$ cat src/core/cpr_defs.svh
`ifndef CPR_DEFS_SVH
`define CPR_DEFS_SVH

// Opcode encodings
`define CPR_OP_PUSH 16'h0005
`define CPR_OP_SWRESET 16'h00ff
`define CPR_RELATIVE_CALL_TOP 5'h1b
`define CPR_RELATIVE_CALL_HI 15
`define CPR_RELATIVE_CALL_LO 11
`define CPR_OFS_W 11

// Return address step in bytes (one program word)
`define CPR_PC_STEP 21'h000002

// Reset values
`define CPR_PC_RST 21'h000000
`define CPR_TOS_RST 21'h000000
`define CPR_SP_RST 5'h00

// Clock and software reset pulse length
`define CPR_CLK_PERIOD_NS 5
`define CPR_SWRST_NS 20
`define CPR_SWRST_CYC ((`CPR_SWRST_NS + `CPR_CLK_PERIOD_NS - 1) / `CPR_CLK_PERIOD_NS)

`endif

$ cat src/core/cpr_pkg.sv
package cpr_pkg;
    typedef enum logic [1:0] {
        CPR_Q1 = 2'b00,
        CPR_Q2 = 2'b01,
        CPR_Q3 = 2'b10,
        CPR_Q4 = 2'b11
    } cpr_quarter_e;

    typedef enum logic [1:0] {
        CPR_ST_DECODE = 2'b00,
        CPR_ST_PUSH = 2'b01,
        CPR_ST_CALL = 2'b10,
        CPR_ST_CALL_NOP = 2'b11
    } cpr_state_e;
endpackage

$ cat src/core/cpr_stack_mem.sv
`timescale 1ns/1ps
// Return stack storage; read data registered
module cpr_stack_mem #(
    parameter int AW = 5,
    parameter int DW = 21
) (
    input wire logic i_clk,
    input wire logic i_ce,
    input wire logic i_we,
    input wire logic [AW-1:0] i_waddr,
    input wire logic [DW-1:0] i_wdata,
    input wire logic [AW-1:0] i_raddr,
    output logic [DW-1:0] o_rdata
);
    logic [DW-1:0] mem [0:(1<<AW)-1];

    // No reset: contents are only meaningful below the stack pointer
    always_ff @(posedge i_clk) begin
        if (i_ce) begin
            if (i_we) begin
                mem[i_waddr] <= i_wdata;
            end
            o_rdata <= mem[i_raddr];
        end
    end
endmodule

$ cat src/core/cpr_exec.sv
`timescale 1ns/1ps
`include "cpr_defs.svh"

// The RST_CYC default below uses the shared timing macros
module cpr_exec #(
    parameter int PC_W = 21,
    parameter int SP_W = 5,
    parameter int RST_CYC = `CPR_SWRST_CYC
) (
    input wire logic I_CLOCK,
    input wire logic I_RST,
    input wire logic i_ce,
    input wire logic [1:0] i_quarter,
    input wire logic i_insn_valid,
    input wire logic [15:0] i_insn,
    input wire logic [PC_W-1:0] i_program_counter,
    output logic [PC_W-1:0] o_program_counter,
    output logic o_pc_write,
    output logic [PC_W-1:0] o_return_stack_top,
    output logic [PC_W-1:0] o_return_stack_below,
    output logic [SP_W-1:0] o_stack_depth,
    output logic o_busy,
    output logic o_flags_write,
    output logic o_reset_request
);

    cpr_pkg::cpr_state_e state_q, state_d;
    logic [PC_W-1:0] pc_q, pc_d;
    logic pc_wr_q, pc_wr_d;
    logic [PC_W-1:0] tos_q, tos_d;
    logic [PC_W-1:0] ret_q, ret_d;
    logic [PC_W-1:0] tgt_q, tgt_d;
    logic [SP_W-1:0] sp_q, sp_d;
    logic [10:0] ofs_q, ofs_d;
    logic rst_q, rst_d;
    logic [7:0] rst_cnt_q, rst_cnt_d;
    logic busy_q, busy_d;
    logic flags_wr_q, flags_wr_d;
    logic swrst_mark;
    logic [SP_W-1:0] below_addr;
    logic mem_we;
    logic [PC_W-1:0] below;
    logic is_push, is_call, is_swrst;
    logic [PC_W-1:0] ofs_ext;

    // Opcode decode; only sampled in phase one of a new instruction
    assign is_push = (i_insn == `CPR_OP_PUSH);
    assign is_call = (i_insn[`CPR_RELATIVE_CALL_HI:`CPR_RELATIVE_CALL_LO]
                      == `CPR_RELATIVE_CALL_TOP);
    assign is_swrst = (i_insn == `CPR_OP_SWRESET);
    // Sign extension of the word offset, then doubled to bytes
    assign ofs_ext = {{(PC_W-11){ofs_q[10]}}, ofs_q};

    // Marker left by the decoder: this pass is a software reset
    assign swrst_mark = (ofs_q == 11'h7ff);
    // Slot below the top: old top is spilled there on each push
    assign mem_we = i_ce && (i_quarter == cpr_pkg::CPR_Q2) &&
                    ((state_q == cpr_pkg::CPR_ST_PUSH && !swrst_mark) ||
                     state_q == cpr_pkg::CPR_ST_CALL);
    // Read one slot under the pointer, where the last spill went
    assign below_addr = sp_q - SP_W'(1);

    cpr_stack_mem #(
        .AW(SP_W),
        .DW(PC_W)
    ) u_stack (
        .i_clk(I_CLOCK),
        .i_ce(i_ce),
        .i_we(mem_we),
        .i_waddr(sp_q),
        .i_wdata(tos_q),
        .i_raddr(below_addr),
        .o_rdata(below)
    );

    // Sequencer and datapath next values
    always_comb begin
        state_d = state_q;
        pc_d = pc_q;
        pc_wr_d = 1'b0;
        tos_d = tos_q;
        ret_d = ret_q;
        tgt_d = tgt_q;
        sp_d = sp_q;
        ofs_d = ofs_q;
        rst_d = rst_q;
        rst_cnt_d = rst_cnt_q;
        busy_d = busy_q;
        // Never raised: the status flags belong to other instructions
        flags_wr_d = 1'b0;
        // Reset request held a fixed width so every block sees it
        if (rst_cnt_q != 8'h00) begin
            rst_cnt_d = rst_cnt_q - 8'h01;
            rst_d = (rst_cnt_q != 8'h01);
        end
        case (state_q)
            cpr_pkg::CPR_ST_DECODE: begin
                if (i_insn_valid && i_quarter == cpr_pkg::CPR_Q1) begin
                    ret_d = i_program_counter + PC_W'(`CPR_PC_STEP);
                    ofs_d = i_insn[`CPR_OFS_W-1:0];
                    if (is_push) begin
                        state_d = cpr_pkg::CPR_ST_PUSH;
                        busy_d = 1'b1;
                    end else if (is_call) begin
                        state_d = cpr_pkg::CPR_ST_CALL;
                        busy_d = 1'b1;
                    end else if (is_swrst) begin
                        state_d = cpr_pkg::CPR_ST_PUSH;
                        busy_d = 1'b1;
                        ofs_d = 11'h7ff; // Marks reset, not a push
                    end
                end
            end
            cpr_pkg::CPR_ST_PUSH: begin
                if (i_quarter == cpr_pkg::CPR_Q2) begin
                    // Opcode bus may have moved on; trust the marker
                    if (swrst_mark) begin
                        rst_d = 1'b1;
                        rst_cnt_d = 8'(RST_CYC);
                    end else begin
                        tos_d = ret_q;
                        sp_d = sp_q + SP_W'(1);
                    end
                end
                // Phases three and four idle; done after phase four
                if (i_quarter == cpr_pkg::CPR_Q4) begin
                    state_d = cpr_pkg::CPR_ST_DECODE;
                    busy_d = 1'b0;
                end
            end
            cpr_pkg::CPR_ST_CALL: begin
                case (i_quarter)
                    cpr_pkg::CPR_Q2: begin
                        tos_d = ret_q;
                        sp_d = sp_q + SP_W'(1);
                    end
                    cpr_pkg::CPR_Q3: begin
                        tgt_d = ret_q + PC_W'(ofs_ext << 1);
                    end
                    cpr_pkg::CPR_Q4: begin
                        pc_d = tgt_q;
                        pc_wr_d = 1'b1;
                        state_d = cpr_pkg::CPR_ST_CALL_NOP;
                    end
                    default: begin
                    end
                endcase
            end
            cpr_pkg::CPR_ST_CALL_NOP: begin
                // Whole second cycle idle while fetch refills
                if (i_quarter == cpr_pkg::CPR_Q4) begin
                    state_d = cpr_pkg::CPR_ST_DECODE;
                    busy_d = 1'b0;
                end
            end
            default: begin
                state_d = cpr_pkg::CPR_ST_DECODE;
            end
        endcase
    end

    // State registers; clock enable freezes everything
    always_ff @(posedge I_CLOCK or posedge I_RST) begin
        if (I_RST) begin
            state_q <= cpr_pkg::CPR_ST_DECODE;
            pc_q <= `CPR_PC_RST;
            pc_wr_q <= 1'b0;
            tos_q <= `CPR_TOS_RST;
            ret_q <= `CPR_PC_RST;
            tgt_q <= `CPR_PC_RST;
            sp_q <= `CPR_SP_RST;
            ofs_q <= 11'h000;
            rst_q <= 1'b0;
            rst_cnt_q <= 8'h00;
            busy_q <= 1'b0;
            flags_wr_q <= 1'b0;
        end else if (i_ce) begin
            state_q <= state_d;
            pc_q <= pc_d;
            pc_wr_q <= pc_wr_d;
            tos_q <= tos_d;
            ret_q <= ret_d;
            tgt_q <= tgt_d;
            sp_q <= sp_d;
            ofs_q <= ofs_d;
            rst_q <= rst_d;
            rst_cnt_q <= rst_cnt_d;
            busy_q <= busy_d;
            flags_wr_q <= flags_wr_d;
        end
    end

    // Below-top value captured from registered memory read
    logic [PC_W-1:0] below_q;
    always_ff @(posedge I_CLOCK or posedge I_RST) begin
        if (I_RST) begin
            below_q <= `CPR_TOS_RST;
        end else if (i_ce) begin
            below_q <= below;
        end
    end

    assign o_program_counter = pc_q;
    assign o_pc_write = pc_wr_q;
    assign o_return_stack_top = tos_q;
    assign o_return_stack_below = below_q;
    assign o_stack_depth = sp_q;
    assign o_busy = busy_q;
    // Status flags never written; kept flop-driven like every output
    assign o_flags_write = flags_wr_q;
    assign o_reset_request = rst_q;
endmodule

$ cat config.mk
export PLATFORM = sky130hd
export DESIGN_NAME = cpr_exec
export DESIGN_NICKNAME = d
export VERILOG_FILES = /design/src/core/cpr_pkg.sv /design/src/core/cpr_stack_mem.sv /design/src/core/cpr_exec.sv
export VERILOG_INCLUDE_DIRS = /design/src /design/src/core
export SDC_FILE = /design/constraint.sdc
export NUM_CORES = 1
export LEC_CHECK = 0
export BUFFER_PORTS_ARGS = -buffer_cell sky130_fd_sc_hd__buf_4
export CELL_PAD_IN_SITES_DETAIL_PLACEMENT = 0
export CELL_PAD_IN_SITES_GLOBAL_PLACEMENT = 2
export CORE_ASPECT_RATIO = 0.6
export CORE_MARGIN = 2
export CORE_UTILIZATION = 40
export DETAILED_ROUTE_END_ITERATION = 6
export GPL_TIMING_DRIVEN = 0
export PLACE_DENSITY = 0.71
export SYNTH_ARGS = -nofsm -noshare
export SYNTH_HDL_FRONTEND = slang
export SYNTH_SLANG_ARGS = --single-unit
$ cat constraint.sdc
create_clock -name I_CLOCK -period 7.4 [get_ports I_CLOCK]
set_clock_uncertainty 0.1 [all_clocks]
set_input_delay 1.11 -clock I_CLOCK [delete_from_list [all_inputs] [get_ports I_CLOCK]]
set_output_delay 1.11 -clock I_CLOCK [all_outputs]
set_load 0.05 [all_outputs]
==> results of run 1 <==
==> layer usage <==
layer  GRT usage, %  vias to the layer above  share of wire, %
li1               -                     7262                 -
met1           31.4                     9089                49
met2           27.3                      513                42
met3           4.98                       91               7.2
met4           4.16                        0               1.7
met5              0                        -                 0
==> metrics by stage <==
step                      TNS (ns)  hold slack, ns
after CTS                        0           0.259
after global placement       -3.27           0.355
final                            0           0.300
after detailed placement         0           0.353
after floorplan                  0           0.333
after global routing             0           0.276
==> final cells by class <==
type / count / area share, %
Timing Repair Buffer: 127 / 2.86
Inverter: 17 / 0.180
Sequential cell: 827 / 63.2
Multi-Input combinational cell: 762 / 22.7
Tap cell: 1079 / 3.53
Clock buffer: 97 / 5.34
Clock inverter: 49 / 1.13
Buffer: 80 / 1.05
==> cell usage in the layout, fill, tap and decap left out, types with 4 or more instances in the layout <==
master and n:
sky130_fd_sc_hd__edfxtp_1 693, sky130_fd_sc_hd__mux4_2 210, sky130_fd_sc_hd__dfrtp_1 134, sky130_fd_sc_hd__nand2_1 113
sky130_fd_sc_hd__buf_4 112, sky130_fd_sc_hd__mux2_2 84, sky130_fd_sc_hd__clkbuf_16 78, sky130_fd_sc_hd__clkbuf_1 68
sky130_fd_sc_hd__o21ai_0 41, sky130_fd_sc_hd__nor2_1 33, sky130_fd_sc_hd__nor2_4 28, sky130_fd_sc_hd__ha_1 28
sky130_fd_sc_hd__nand3_1 25, sky130_fd_sc_hd__nor3_1 20, sky130_fd_sc_hd__xnor2_1 19, sky130_fd_sc_hd__a21oi_1 19
sky130_fd_sc_hd__buf_6 19, sky130_fd_sc_hd__xor2_1 18, sky130_fd_sc_hd__inv_1 16, sky130_fd_sc_hd__buf_2 16
sky130_fd_sc_hd__nand4_1 15, sky130_fd_sc_hd__clkinv_1 14, sky130_fd_sc_hd__clkinv_2 14, sky130_fd_sc_hd__o21ai_1 8
sky130_fd_sc_hd__o22a_1 6, sky130_fd_sc_hd__a211oi_1 6, sky130_fd_sc_hd__and3_1 6, sky130_fd_sc_hd__a21o_1 6
sky130_fd_sc_hd__o31ai_1 5, sky130_fd_sc_hd__o21a_1 5, sky130_fd_sc_hd__bufinv_16 5, sky130_fd_sc_hd__or4_1 4
sky130_fd_sc_hd__nand2b_1 4, sky130_fd_sc_hd__a31oi_1 4, sky130_fd_sc_hd__nor3_2 4, sky130_fd_sc_hd__inv_6 4
sky130_fd_sc_hd__clkinvlp_4 4
==> cell families after synthesis <==
family / Yosys count / synth area share [%]
flops: 827 / 73.1
compound gates: 121 / 2.31
mux: 296 / 17.2
fa+ha+maj: 29 / 1.12
other cells: 1 / 0.0113
simple gates: 278 / 3.89
xor+xnor: 37 / 0.980
buf+inv: 97 / 1.40
==> registers in the layout (all words and copies together) (netlist names) <==
signal / flops
u_stack.mem: 672
rst_cnt_q: 8
o_busy: 1
o_reset_request: 1
o_pc_write: 1
tgt_q: 21
ofs_q: 11
state_q: 2
o_return_stack_top: 21
o_return_stack_below: 21
u_stack.o_rdata: 21
ret_q: 21
o_program_counter: 21
o_stack_depth: 5
==> worst register-to-register path: cells and delay by family, from the launching register on <==
kind | cells | cell delay, ns
buf+inv | 7 | 2.41
fa+ha+maj | 1 | 0.30
flops | 1 | 0.44
mux | 3 | 1.25
==> synth_stat cells, drive strengths merged (3+ instances only) <==
master / instances
o22a: 6
a31oi: 4
ha: 28
nand2b: 4
a21o: 6
o311ai: 4
nor4: 3
inv: 17
o31ai: 5
buf: 29
a211oi: 6
edfxtp: 693
nand4: 15
nor2: 61
o21a: 5
nor3: 24
dfrtp: 134
or4: 4
mux2: 84
a21oi: 19
xor2: 18
nand3b: 3
nand3: 25
o21ai: 49
clkbuf: 51
mux4: 210
xnor2: 19
nand2: 113
nor3b: 3
and3: 6
nor2b: 3
==> worst paths after layout <==
kind                                                              to  slack (ns)  cells past startpoint
worst max-delay path                   u_stack.o_rdata[16]$_DFFE_PP_        2.63                     11
worst min-delay path                          o_pc_write$_DFFE_PP0P_        0.30                      2
worst max register to register         u_stack.o_rdata[16]$_DFFE_PP_        2.63                     11
worst min register to register                 tgt_q[11]$_DFFE_PP0P_        0.36                      2
max in group asynchronous       o_return_stack_below[15]$_DFFE_PP0P_        5.91                      4
min in group I_CLOCK                           tgt_q[11]$_DFFE_PP0P_        0.36                      2
==> power groups by stage <==
stage	registers, mW	clock network, mW	logic [mW]
after floorplan	7.16	0	3.73
after global placement	6.97	0	6.06
after detailed placement	7.04	0	6.14
after CTS	6.94	3.99	6.17
after global routing	7.05	4.17	6.52
final	6.92	3.91	6.10
==> run_summary.xml, run 1 <==
<?xml version="1.0" encoding="UTF-8"?>
<metrics>
  <group name="outcome">
    <metric name="run_status" unit="">completed</metric>
  </group>
  <group name="synth">
    <metric name="synth_ff_type" unit="">sky130_fd_sc_hd__edfxtp_1</metric>
    <metric name="synth_sequential_area_ratio" unit="%">73.1</metric>
    <metric name="average_size_of_a_mapped_cell" unit="µm²">19.6</metric>
    <metric name="instance_count_of_the_mapped_netlist" unit="">1686</metric>
    <metric name="netlist.area_leader.share" unit="%">62.9</metric>
    <metric name="post_synth_instance_area" unit="µm²">33100</metric>
    <metric name="yosys_warnings" unit="">0</metric>
    <metric name="yosysTopAreaCell" unit="">sky130_fd_sc_hd__edfxtp_1</metric>
    <metric name="synth.area.top_cells" unit="">sky130_fd_sc_hd__edfxtp_1 (63%), sky130_fd_sc_hd__mux4_2 (14%), sky130_fd_sc_hd__dfrtp_1 (10%)</metric>
    <metric name="synth.net_count" unit="">1758</metric>
    <metric name="asyncSetResetFlopFracSynth" unit="%">16.2</metric>
    <metric name="synth_seq_cells" unit="">827</metric>
    <metric name="synth_enable_flop_cells" unit="">693</metric>
    <metric name="synth.distinct_cells" unit="">61</metric>
  </group>
  <group name="cts">
    <metric name="cts.hold.buffers_added" unit="">0</metric>
    <metric name="cts_root_buf" unit="">sky130_fd_sc_hd__clkbuf_16</metric>
    <metric name="clkTransAtPathRegs" unit="ns">0.07</metric>
    <metric name="numCtsBuffers" unit="">78</metric>
    <metric name="worst_skew_pair.late_latency" unit="ns">0.64</metric>
    <metric name="cts_tree" unit="">done</metric>
    <metric name="number_of_h_tree_branching_levels" unit="">3</metric>
    <metric name="clkSinkCount" unit="">827</metric>
    <metric name="cts.repair.resized" unit="">0</metric>
    <metric name="postCtsSetupBuffers" unit="">0</metric>
    <metric name="ctsLongestPathBuffers" unit="">3</metric>
  </group>
  <group name="power_and_ir_drop">
    <metric name="share_seq_of_total_power" unit="%">40.9</metric>
    <metric name="power" unit="mW">16.9</metric>
    <metric name="p_sw" unit="mW">6.02</metric>
    <metric name="leakagePower" unit="nW">13.0</metric>
    <metric name="p_sw_share" unit="%">35.5</metric>
    <metric name="worst_ir_drop_vdd" unit="mV">0.246</metric>
    <metric name="power_report.internal_total" unit="mW">10.9</metric>
    <metric name="power-per-cell-area" unit="nW/µm²">443</metric>
    <metric name="share_of_total_power_in_the_clock_network" unit="%">23.1</metric>
    <metric name="power_frac_comb" unit="%">36.0</metric>
  </group>
  <group name="route">
    <metric name="drt_iter0_markers" unit="">1738</metric>
    <metric name="detail_route.first_pass.iterations" unit="">5</metric>
    <metric name="detail_route.vias_per_cell" unit="">5.58</metric>
    <metric name="detail_route.wl_per_cell" unit="µm">27.2</metric>
    <metric name="dr_total_vias" unit="">17000</metric>
    <metric name="drc" unit="">0</metric>
    <metric name="wirelength" unit="µm">82700</metric>
    <metric name="detail-route-antenna-nets" unit="">0</metric>
  </group>
  <group name="cells_and_area">
    <metric name="num-nets-final" unit="">1965</metric>
    <metric name="layout.cells.non_filler" unit="">3038</metric>
    <metric name="drive_gt1_share" unit="%">30.7</metric>
    <metric name="final.fill_count" unit="">6834</metric>
    <metric name="syn2layout_area_growth" unit="%">15.6</metric>
    <metric name="antenna-diode-count" unit="">0</metric>
    <metric name="finalInstanceArea" unit="µm²">38200</metric>
    <metric name="multi_input_comb_area" unit="µm²">8680</metric>
    <metric name="fin_util" unit="%">46.8</metric>
    <metric name="sequential_cell_area" unit="µm²">24200</metric>
  </group>
  <group name="timing">
    <metric name="setup-violations-final" unit="">0</metric>
    <metric name="final_critical_path_setup_slack" unit="ns">2.63</metric>
    <metric name="grt_setup_unrepaired" unit="">no</metric>
    <metric name="final_max_slew_viol_count" unit="">0</metric>
    <metric name="finalCriticalPeriod" unit="ns">4.77</metric>
    <metric name="worst_slew_margin_rel" unit="%">13.0</metric>
    <metric name="timing.final.crit_share" unit="%">64.5</metric>
    <metric name="max_freq" unit="MHz">209</metric>
    <metric name="worst_pin_slew" unit="ns">1.31</metric>
    <metric name="finalHoldViolations" unit="">0</metric>
  </group>
  <group name="critical_path">
    <metric name="critPathMaxStageDelay" unit="ns">0.87</metric>
    <metric name="path_delay_family" unit="">buffers and inverters</metric>
    <metric name="worstReg2RegStart" unit="">o_stack_depth[0]$_DFFE_PP0P_</metric>
    <metric name="worstPathMaxFanout" unit="">10</metric>
    <metric name="critPathLaunchType" unit="">flip-flop</metric>
    <metric name="critical_path_most_common_cell" unit="">sky130_fd_sc_hd__clkbuf_1</metric>
    <metric name="critPathSlowestCell" unit="">sky130_fd_sc_hd__clkbuf_1</metric>
    <metric name="path_cells" unit="">buf_2 &gt; buf_6 &gt; buf_6 &gt; inv_1 &gt; ha_1 &gt; clkbuf_1 &gt; clkbuf_1 &gt; clkbuf_1 &gt; mux4_2 &gt; mux4_2 &gt; mux2_2</metric>
    <metric name="path_buf_inv" unit="">7</metric>
    <metric name="worstSetupPathType" unit="">flip-flop to flip-flop</metric>
    <metric name="arrival" unit="ns">5.04</metric>
    <metric name="cp-end-kind" unit="">flip-flop</metric>
    <metric name="source_of_the_critical_timing_path" unit="">o_stack_depth[0]$_DFFE_PP0P_</metric>
    <metric name="required" unit="ns">7.66</metric>
  </group>
  <group name="place">
    <metric name="detailedPlace.worstSlack" unit="ns">2.28</metric>
    <metric name="dpl.hpwl" unit="µm">55000</metric>
    <metric name="post-place-cells" unit="">2892</metric>
    <metric name="finalWeightedCongestion" unit="">0.831</metric>
    <metric name="place.port_buffers" unit="">111</metric>
    <metric name="placed_area" unit="µm²">35800</metric>
  </group>
  <group name="floorplan">
    <metric name="fp.dieW" unit="µm">375</metric>
    <metric name="floorplan.initialDensity" unit="%">40.5</metric>
    <metric name="die_y" unit="µm">227</metric>
    <metric name="std_cell_rows" unit="">81</metric>
    <metric name="i_o_pins" unit="">115</metric>
    <metric name="coreArea" unit="µm²">81700</metric>
    <metric name="floorplan.die_area" unit="µm²">85100</metric>
  </group>
  <group name="grt">
    <metric name="maximum_number_of_pins_on_one_net_before_global_route_repair" unit="">71</metric>
    <metric name="grt_pass1_vias" unit="">17000</metric>
    <metric name="grt_use_total" unit="%">19.8</metric>
    <metric name="grt_pass1_wl" unit="µm">119000</metric>
    <metric name="globalRouteOverflowTotal" unit="">0</metric>
    <metric name="antenna_found_initial" unit="">0</metric>
  </group>
  <group name="job">
    <metric name="maxCapViolCount" unit="">0</metric>
  </group>
  <group name="hold_path">
    <metric name="hold_path.class" unit="">primary input to asynchronous set/reset pin</metric>
  </group>
</metrics>
No activity file was read; power rests on OpenSTA's default activity.
==> run 2, diff against run 1 <==
--- a/config.mk
+++ b/config.mk
@@ -14,7 +14,7 @@
 export CORE_UTILIZATION = 40
 export DETAILED_ROUTE_END_ITERATION = 6
 export GPL_TIMING_DRIVEN = 0
-export PLACE_DENSITY = 0.71
+export PLACE_DENSITY = 0.74
 export SYNTH_ARGS = -nofsm -noshare
 export SYNTH_HDL_FRONTEND = slang
 export SYNTH_SLANG_ARGS = --single-unit
==> constraint.sdc (replaced) <==
create_clock -name I_CLOCK -period 3.8 [get_ports I_CLOCK]
set_clock_uncertainty 0.1 [all_clocks]
set_input_delay 0.57 -clock I_CLOCK [delete_from_list [all_inputs] [get_ports I_CLOCK]]
set_output_delay 0.57 -clock I_CLOCK [all_outputs]
set_load 0.05 [all_outputs]
==> run 2 against run 1 <==
The run now ends with negative setup slack left; core utilization up 0.41 points; sequential power up 94%; clock power up 100%; setup slack worse by 2.7 ns; cell count up 0.26%; critical path depth down 5; wire length about the same; sequential share of layout area down 0.54 points; die area unchanged; first-iteration DRC count up 26%; maximum frequency up 25%; global-route usage down 0.15 points; largest cell class unchanged.
==> run_summary.xml, run 2 (synthesis results as in run 1) <==
<?xml version="1.0" encoding="UTF-8"?>
<metrics>
  <group name="timing">
    <metric name="timing.final.crit_share" unit="%">101</metric>
    <metric name="worst_slew_margin_rel" unit="%">15.3</metric>
    <metric name="finalHoldViolations" unit="">0</metric>
    <metric name="timing.hold.ws" unit="ns">0.0468</metric>
    <metric name="max_freq" unit="MHz">261</metric>
    <metric name="final_critical_path_setup_slack" unit="ns">-0.0278</metric>
    <metric name="finalCriticalPeriod" unit="ns">3.83</metric>
    <metric name="grt_setup_unrepaired" unit="">yes</metric>
    <metric name="worst_pin_slew" unit="ns">1.27</metric>
    <metric name="setup-violations-final" unit="">10</metric>
    <metric name="final_max_slew_viol_count" unit="">0</metric>
  </group>
  <group name="route">
    <metric name="wirelength" unit="µm">82800</metric>
    <metric name="detail-route-antenna-nets" unit="">0</metric>
    <metric name="detail_route.vias_per_cell" unit="">5.62</metric>
    <metric name="detail_route.first_pass.iterations" unit="">5</metric>
    <metric name="drt_iter0_markers" unit="">2183</metric>
    <metric name="detail_route.wl_per_cell" unit="µm">27.2</metric>
    <metric name="dr_total_vias" unit="">17100</metric>
    <metric name="drc" unit="">0</metric>
  </group>
  <group name="grt">
    <metric name="grt_use_total" unit="%">19.6</metric>
    <metric name="grt_pass1_vias" unit="">16800</metric>
    <metric name="maximum_number_of_pins_on_one_net_before_global_route_repair" unit="">40</metric>
    <metric name="antenna_found_initial" unit="">0</metric>
    <metric name="grt_pass1_wl" unit="µm">118000</metric>
    <metric name="globalRouteOverflowTotal" unit="">0</metric>
  </group>
  <group name="place">
    <metric name="finalWeightedCongestion" unit="">0.850</metric>
    <metric name="place.port_buffers" unit="">111</metric>
    <metric name="post-place-cells" unit="">2891</metric>
    <metric name="dpl.hpwl" unit="µm">54400</metric>
  </group>
  <group name="floorplan">
    <metric name="floorplan.initialDensity" unit="%">40.5</metric>
    <metric name="i_o_pins" unit="">115</metric>
    <metric name="coreArea" unit="µm²">81700</metric>
    <metric name="fp.dieW" unit="µm">375</metric>
    <metric name="floorplan.die_area" unit="µm²">85100</metric>
    <metric name="die_y" unit="µm">227</metric>
    <metric name="std_cell_rows" unit="">81</metric>
  </group>
  <group name="cells_and_area">
    <metric name="largest_register_ff_count" unit="">672</metric>
    <metric name="syn2layout_area_growth" unit="%">16.6</metric>
    <metric name="num-nets-final" unit="">1973</metric>
    <metric name="drive_gt1_share" unit="%">31.8</metric>
    <metric name="reg_with_most_ffs" unit="">u_stack.mem</metric>
    <metric name="layout.cells.non_filler" unit="">3046</metric>
    <metric name="layout.cells.most_common_list" unit="">sky130_fd_sc_hd__edfxtp_1 (693), sky130_fd_sc_hd__mux4_2 (210), sky130_fd_sc_hd__dfrtp_1 (133)</metric>
    <metric name="layout_commonest_cell" unit="">sky130_fd_sc_hd__edfxtp_1</metric>
  </group>
  <group name="critical_path">
    <metric name="critPathMaxStageDelay" unit="ns">0.92</metric>
    <metric name="worstPathMaxFanout" unit="">15</metric>
    <metric name="required" unit="ns">3.96</metric>
    <metric name="worstSetupPathType" unit="">flip-flop to flip-flop</metric>
    <metric name="critPathLaunchType" unit="">flip-flop</metric>
    <metric name="arrival" unit="ns">3.99</metric>
    <metric name="path_buf_inv" unit="">1</metric>
    <metric name="path_delay_family" unit="">simple AND/OR/NAND/NOR gates</metric>
    <metric name="critPathSlowestCell" unit="">sky130_fd_sc_hd__nor2_2</metric>
    <metric name="cp-end-kind" unit="">flip-flop</metric>
    <metric name="path_cells" unit="">nand4_1 &gt; o311ai_0 &gt; a211oi_2 &gt; clkbuf_4 &gt; nand2_2 &gt; nor2_2</metric>
  </group>
  <group name="cts">
    <metric name="clkTransAtPathRegs" unit="ns">0.06</metric>
    <metric name="cts_tree" unit="">done</metric>
    <metric name="number_of_h_tree_branching_levels" unit="">3</metric>
    <metric name="ctsLongestPathBuffers" unit="">3</metric>
    <metric name="numCtsBuffers" unit="">79</metric>
    <metric name="clkSinkCount" unit="">827</metric>
    <metric name="worst_skew_pair.late_latency" unit="ns">0.65</metric>
    <metric name="cts_root_buf" unit="">sky130_fd_sc_hd__clkbuf_16</metric>
  </group>
  <group name="power_and_ir_drop">
    <metric name="leakagePower" unit="nW">13.2</metric>
    <metric name="worst_ir_drop_vdd" unit="mV">0.461</metric>
    <metric name="power-per-cell-area" unit="nW/µm²">868</metric>
    <metric name="power" unit="mW">33.5</metric>
  </group>
  <group name="outcome">
    <metric name="run_status" unit="">finished, violations left</metric>
    <metric name="failed_checks" unit="">negative setup slack</metric>
  </group>
  <group name="hold_path">
    <metric name="hold_path.class" unit="">primary input to flip-flop</metric>
  </group>
  <group name="job">
    <metric name="maxCapViolCount" unit="">0</metric>
  </group>
</metrics>
==> run 2: cell count changes in the layout (fill, tap and decap cells not counted), sizes merged, moves of 2 or more <==
cell,change
clkbuf,+22
buf,+2
nor2,+5
clkinv,-19
inv,-2
clkinvlp,-3
==> run 2: report_power, final <==
part / internal (mW) / switching, mW / total (mW) / leakage, nW
Combinational: 5.41 / 6.71 / 12.1 / 3.86
Sequential: 11.8 / 1.59 / 13.4 / 8.07
Clock: 4.55 / 3.39 / 7.93 / 1.24
Total: 21.8 / 11.7 / 33.5 / 13.2
==> run 2: final cells by class <==
class | instances | area (µm²)
Multi-Input combinational cell | 767 | 8770
Buffer | 79 | 520
Clock inverter | 26 | 310
Fill cell | 6812 | 43100
Antenna cell | 1 | 2.50
Inverter | 17 | 67.6
Clock buffer | 120 | 2260
Timing Repair Buffer | 130 | 1110
Tap cell | 1079 | 1350
Sequential cell | 827 | 24200
==> run 2: what timing repair did <==
action | in CTS | in global routing
resized for setup | 52 | 4
setup endpoints to repair | 637 | 482
setup buffers | 2 | 1
endpoints found under the hold margin | 24 | 0
hold buffers | 1 | 0
pin swaps | 19 | 5
cloned | 5 | 0
==> run 2: metrics by stage <==
| stage | utilization, % | worst slack (ns) | cell area (µm²) | setup TNS (ns) |
|---|---|---|---|---|
| after detailed placement | 43.8 | -0.851 | 35700 | -340.84 |
| final | 47.2 | -0.0278 | 38600 | -0.201 |
| after CTS | 47.2 | -0.0675 | 38500 | -10.59 |
| after floorplan | - | 0.143 | 33100 | 0 |
| after global routing | 47.2 | -0.156 | 38600 | -6.94 |
| after global placement | 43.2 | -2.81 | 35300 | -1109.25 |
==> run 2: path summary, 6_finish.rpt <==
check | startpoint | to | slack [ns] | cells after the start
worst max-delay path | ofs_q[10]$_DFFE_PP0P_ | u_stack.mem[27][10]$_DFFE_PP_ | -0.03 | 6
worst min-delay path | i_program_counter[0] | ret_q[0]$_DFFE_PP0P_ | 0.05 | 3
worst max register to register | ofs_q[10]$_DFFE_PP0P_ | u_stack.mem[27][10]$_DFFE_PP_ | -0.03 | 6
worst min register to register | u_stack.o_rdata[18]$_DFFE_PP_ | o_return_stack_below[18]$_DFFE_PP0P_ | 0.37 | 1
max in group asynchronous | I_RST | o_return_stack_below[15]$_DFFE_PP0P_ | 2.10 | 5
min in group asynchronous | I_RST | o_return_stack_below[6]$_DFFE_PP0P_ | 0.53 | 3
==> run 2: per-layer routing <==
metal | global-route usage, % | part of all wire, % | vias up
met5 | 0 | 0 | -
met4 | 4.78 | 1.6 | 0
met3 | 4.20 | 8.1 | 88
met2 | 26.6 | 42 | 659
met1 | 31.8 | 49 | 9093
li1 | - | - | 7278
==> run 2: worst register-to-register path: stages, from the launching register on <==
cell,delay [ns]
sky130_fd_sc_hd__dfrtp_1,0.62
sky130_fd_sc_hd__nand4_1,0.28
sky130_fd_sc_hd__o311ai_0,0.15
sky130_fd_sc_hd__a211oi_2,0.50
sky130_fd_sc_hd__clkbuf_4,0.39
sky130_fd_sc_hd__nand2_2,0.48
sky130_fd_sc_hd__nor2_2,0.93
==> run 3, diff against run 2 <==
--- a/config.mk
+++ b/config.mk
@@ -14,6 +14,7 @@
 export CORE_UTILIZATION = 40
 export DETAILED_ROUTE_END_ITERATION = 6
 export GPL_TIMING_DRIVEN = 0
+export MAX_ROUTING_LAYER = met4
 export PLACE_DENSITY = 0.74
 export SYNTH_ARGS = -nofsm -noshare
 export SYNTH_HDL_FRONTEND = slang
==> constraint.sdc (replaced) <==
create_clock -name I_CLOCK -period 3.8 [get_ports I_CLOCK]
set_clock_uncertainty 0.1 [all_clocks]
set_input_delay 0.19 -clock I_CLOCK [delete_from_list [all_inputs] [get_ports I_CLOCK]]
set_output_delay 0.19 -clock I_CLOCK [all_outputs]
set_load 0.05 [all_outputs]
==> run 3 against run 2 <==
The flow still finishes with violations (negative setup slack); hold slack better by 0.0065 ns; sequential power about the same; first-iteration DRC count shrank 2.9%; non-clock buffer count up 53; power grew 0.29%; clock power about the same; register-to-register slack is essentially flat; sequential cell count stayed put; core utilization is 0.65 points higher; die area unchanged; wire length up 0.57%; critical path type unchanged; critical endpoint is now u_stack.o_rdata[14]$_DFFE_PP_.
==> run_summary.xml, run 3 (synthesis results as in run 1) <==
<?xml version="1.0" encoding="UTF-8"?>
<metrics>
  <group name="outcome">
    <metric name="run_status" unit="">finished, violations left</metric>
    <metric name="failed_checks" unit="">negative setup slack</metric>
  </group>
  <group name="cts">
    <metric name="numCtsBuffers" unit="">79</metric>
    <metric name="number_of_h_tree_branching_levels" unit="">3</metric>
    <metric name="ctsLongestPathBuffers" unit="">3</metric>
    <metric name="clkSinkCount" unit="">827</metric>
    <metric name="cts_tree" unit="">done</metric>
    <metric name="cts_root_buf" unit="">sky130_fd_sc_hd__clkbuf_16</metric>
    <metric name="worst_skew_pair.late_latency" unit="ns">0.66</metric>
    <metric name="clkTransAtPathRegs" unit="ns">0.06</metric>
  </group>
  <group name="place">
    <metric name="dpl.hpwl" unit="µm">54400</metric>
    <metric name="place.port_buffers" unit="">111</metric>
    <metric name="post-place-cells" unit="">2891</metric>
    <metric name="finalWeightedCongestion" unit="">0.863</metric>
  </group>
  <group name="power_and_ir_drop">
    <metric name="leakagePower" unit="nW">13.4</metric>
    <metric name="worst_ir_drop_vdd" unit="mV">0.461</metric>
    <metric name="power" unit="mW">33.6</metric>
    <metric name="power-per-cell-area" unit="nW/µm²">859</metric>
  </group>
  <group name="critical_path">
    <metric name="required" unit="ns">4.09</metric>
    <metric name="cp-end-kind" unit="">flip-flop</metric>
    <metric name="worstSetupPathType" unit="">flip-flop to flip-flop</metric>
    <metric name="arrival" unit="ns">4.11</metric>
    <metric name="worstPathMaxFanout" unit="">10</metric>
    <metric name="critPathMaxStageDelay" unit="ns">0.55</metric>
    <metric name="critPathSlowestCell" unit="">sky130_fd_sc_hd__mux4_2</metric>
    <metric name="critical_path_most_common_cell" unit="">sky130_fd_sc_hd__buf_6</metric>
    <metric name="critPathLaunchType" unit="">flip-flop</metric>
    <metric name="path_cells" unit="">buf_2 &gt; buf_6 &gt; buf_6 &gt; inv_1 &gt; ha_2 &gt; buf_6 &gt; clkbuf_4 &gt; mux4_2 &gt; mux4_2 &gt; mux2_2</metric>
  </group>
  <group name="grt">
    <metric name="grt_pass1_vias" unit="">17000</metric>
    <metric name="globalRouteMet2Util" unit="%">26.9</metric>
    <metric name="grt_use_total" unit="%">20.3</metric>
    <metric name="grt_pass1_wl" unit="µm">119000</metric>
    <metric name="grt_use_met1" unit="%">31.9</metric>
    <metric name="antenna_found_initial" unit="">0</metric>
    <metric name="top_usage_layer" unit="">met1</metric>
    <metric name="maximum_number_of_pins_on_one_net_before_global_route_repair" unit="">40</metric>
    <metric name="globalRouteOverflowTotal" unit="">0</metric>
    <metric name="grt_use_met3" unit="%">4.13</metric>
  </group>
  <group name="cells_and_area">
    <metric name="sequential_cell_area" unit="µm²">24200</metric>
    <metric name="layout.cells.most_common_list" unit="">sky130_fd_sc_hd__edfxtp_1 (693), sky130_fd_sc_hd__mux4_2 (210), sky130_fd_sc_hd__dfrtp_1 (133)</metric>
    <metric name="syn2layout_area_growth" unit="%">18.2</metric>
    <metric name="layout_commonest_cell" unit="">sky130_fd_sc_hd__edfxtp_1</metric>
    <metric name="reg_with_most_ffs" unit="">u_stack.mem</metric>
    <metric name="layout.cells.non_filler" unit="">3099</metric>
    <metric name="drive_gt1_share" unit="%">31.0</metric>
    <metric name="largest_register_ff_count" unit="">672</metric>
    <metric name="multi_input_comb_area" unit="µm²">8770</metric>
    <metric name="num-nets-final" unit="">2026</metric>
    <metric name="final.fill_count" unit="">6780</metric>
  </group>
  <group name="timing">
    <metric name="finalHoldViolations" unit="">0</metric>
    <metric name="timing.final.crit_share" unit="%">101</metric>
    <metric name="worst_pin_slew" unit="ns">1.26</metric>
    <metric name="timing.hold.ws" unit="ns">0.0533</metric>
    <metric name="final_critical_path_setup_slack" unit="ns">-0.0199</metric>
    <metric name="grt_setup_unrepaired" unit="">yes</metric>
    <metric name="setup-violations-final" unit="">1</metric>
    <metric name="final_max_slew_viol_count" unit="">0</metric>
    <metric name="max_freq" unit="MHz">262</metric>
    <metric name="finalCriticalPeriod" unit="ns">3.82</metric>
    <metric name="worst_slew_margin_rel" unit="%">15.9</metric>
  </group>
  <group name="floorplan">
    <metric name="floorplan.die_area" unit="µm²">85100</metric>
    <metric name="fp.dieW" unit="µm">375</metric>
    <metric name="coreArea" unit="µm²">81700</metric>
    <metric name="die_y" unit="µm">227</metric>
    <metric name="i_o_pins" unit="">115</metric>
    <metric name="std_cell_rows" unit="">81</metric>
    <metric name="floorplan.initialDensity" unit="%">40.5</metric>
  </group>
  <group name="route">
    <metric name="detail_route.vias_per_cell" unit="">5.59</metric>
    <metric name="wirelength" unit="µm">83200</metric>
    <metric name="drc" unit="">0</metric>
    <metric name="drt_iter0_markers" unit="">2119</metric>
    <metric name="dr_total_vias" unit="">17300</metric>
    <metric name="detail-route-antenna-nets" unit="">0</metric>
    <metric name="detail_route.first_pass.iterations" unit="">7</metric>
    <metric name="detail_route.wl_per_cell" unit="µm">26.9</metric>
  </group>
  <group name="job">
    <metric name="maxCapViolCount" unit="">0</metric>
  </group>
  <group name="hold_path">
    <metric name="hold_path.class" unit="">primary input to flip-flop</metric>
  </group>
</metrics>
## run 3: worst paths after layout
check                                              start                              endpoint  slack (ns)  cells after the start
max reg2reg                 o_stack_depth[0]$_DFFE_PP0P_         u_stack.o_rdata[14]$_DFFE_PP_       -0.02                     10
max in group asynchronous                          I_RST  o_return_stack_below[15]$_DFFE_PP0P_        2.49                      5
min                                           i_insn[15]                state_q[0]$_DFFE_PP0P_        0.05                      4
min in group asynchronous                          I_RST   o_return_stack_below[6]$_DFFE_PP0P_        0.14                      3
min reg2reg                u_stack.o_rdata[18]$_DFFE_PP_  o_return_stack_below[18]$_DFFE_PP0P_        0.37                      1
max                         o_stack_depth[0]$_DFFE_PP0P_         u_stack.o_rdata[14]$_DFFE_PP_       -0.02                     10
## run 3: routing by layer
metal	part of all wire, %	wire (µm)
met3	7.6	6340
met1	49	40900
met4	1.7	1430
met2	42	34600
met5	0	0
## run 3: power by group
| part | switching (mW) | leakage, nW | internal [mW] |
|---|---|---|---|
| registers | 1.59 | 8.07 | 11.8 |
| clock network | 3.40 | 1.24 | 4.55 |
| logic | 6.74 | 4.08 | 5.47 |
## run 3: final cells by class
cell class	count	share of cell area [%]
flip-flops and latches	827	61.8
multi-input cells	767	22.4
clock buffers	120	5.79
repair buffers	183	4.20
well taps	1079	3.45
plain buffers	79	1.33
clock inverters	26	0.794
inverters	17	0.173
diodes	1	0.00640
## run 3: stage by stage
stage / utilization, % / TNS, ns / setup WS, ns / cell area (µm²)
2_1_floorplan: - / 0 / 0.143 / 33100
3_3_place_gp: 43.2 / -978.88 / -2.62 / 35300
3_5_place_dp: 43.8 / -209.95 / -0.800 / 35700
4_1_cts: 47.8 / -10.59 / -0.0675 / 39100
5_1_grt: 47.9 / -7.08 / -0.151 / 39100
6_report: 47.9 / -0.0199 / -0.0199 / 39100
## run 3: critical path, delay by kind of cell, from the launching register on
kind,cells,cell delay [ns]
adder cells (fa/ha/maj),1,0.44
buffers and inverters,6,1.31
multiplexers,3,1.27
flip-flops,1,0.41
## run 3: repair_timing
item | 4_1_cts | 5_1_grt
resized for setup | 52 | 4
endpoints found under the hold margin | 81 | 0
endpoints found under the setup margin | 637 | 481
pin swaps | 19 | 5
hold buffers | 54 | 0
cloned | 5 | 0
buffers inserted | 2 | 1
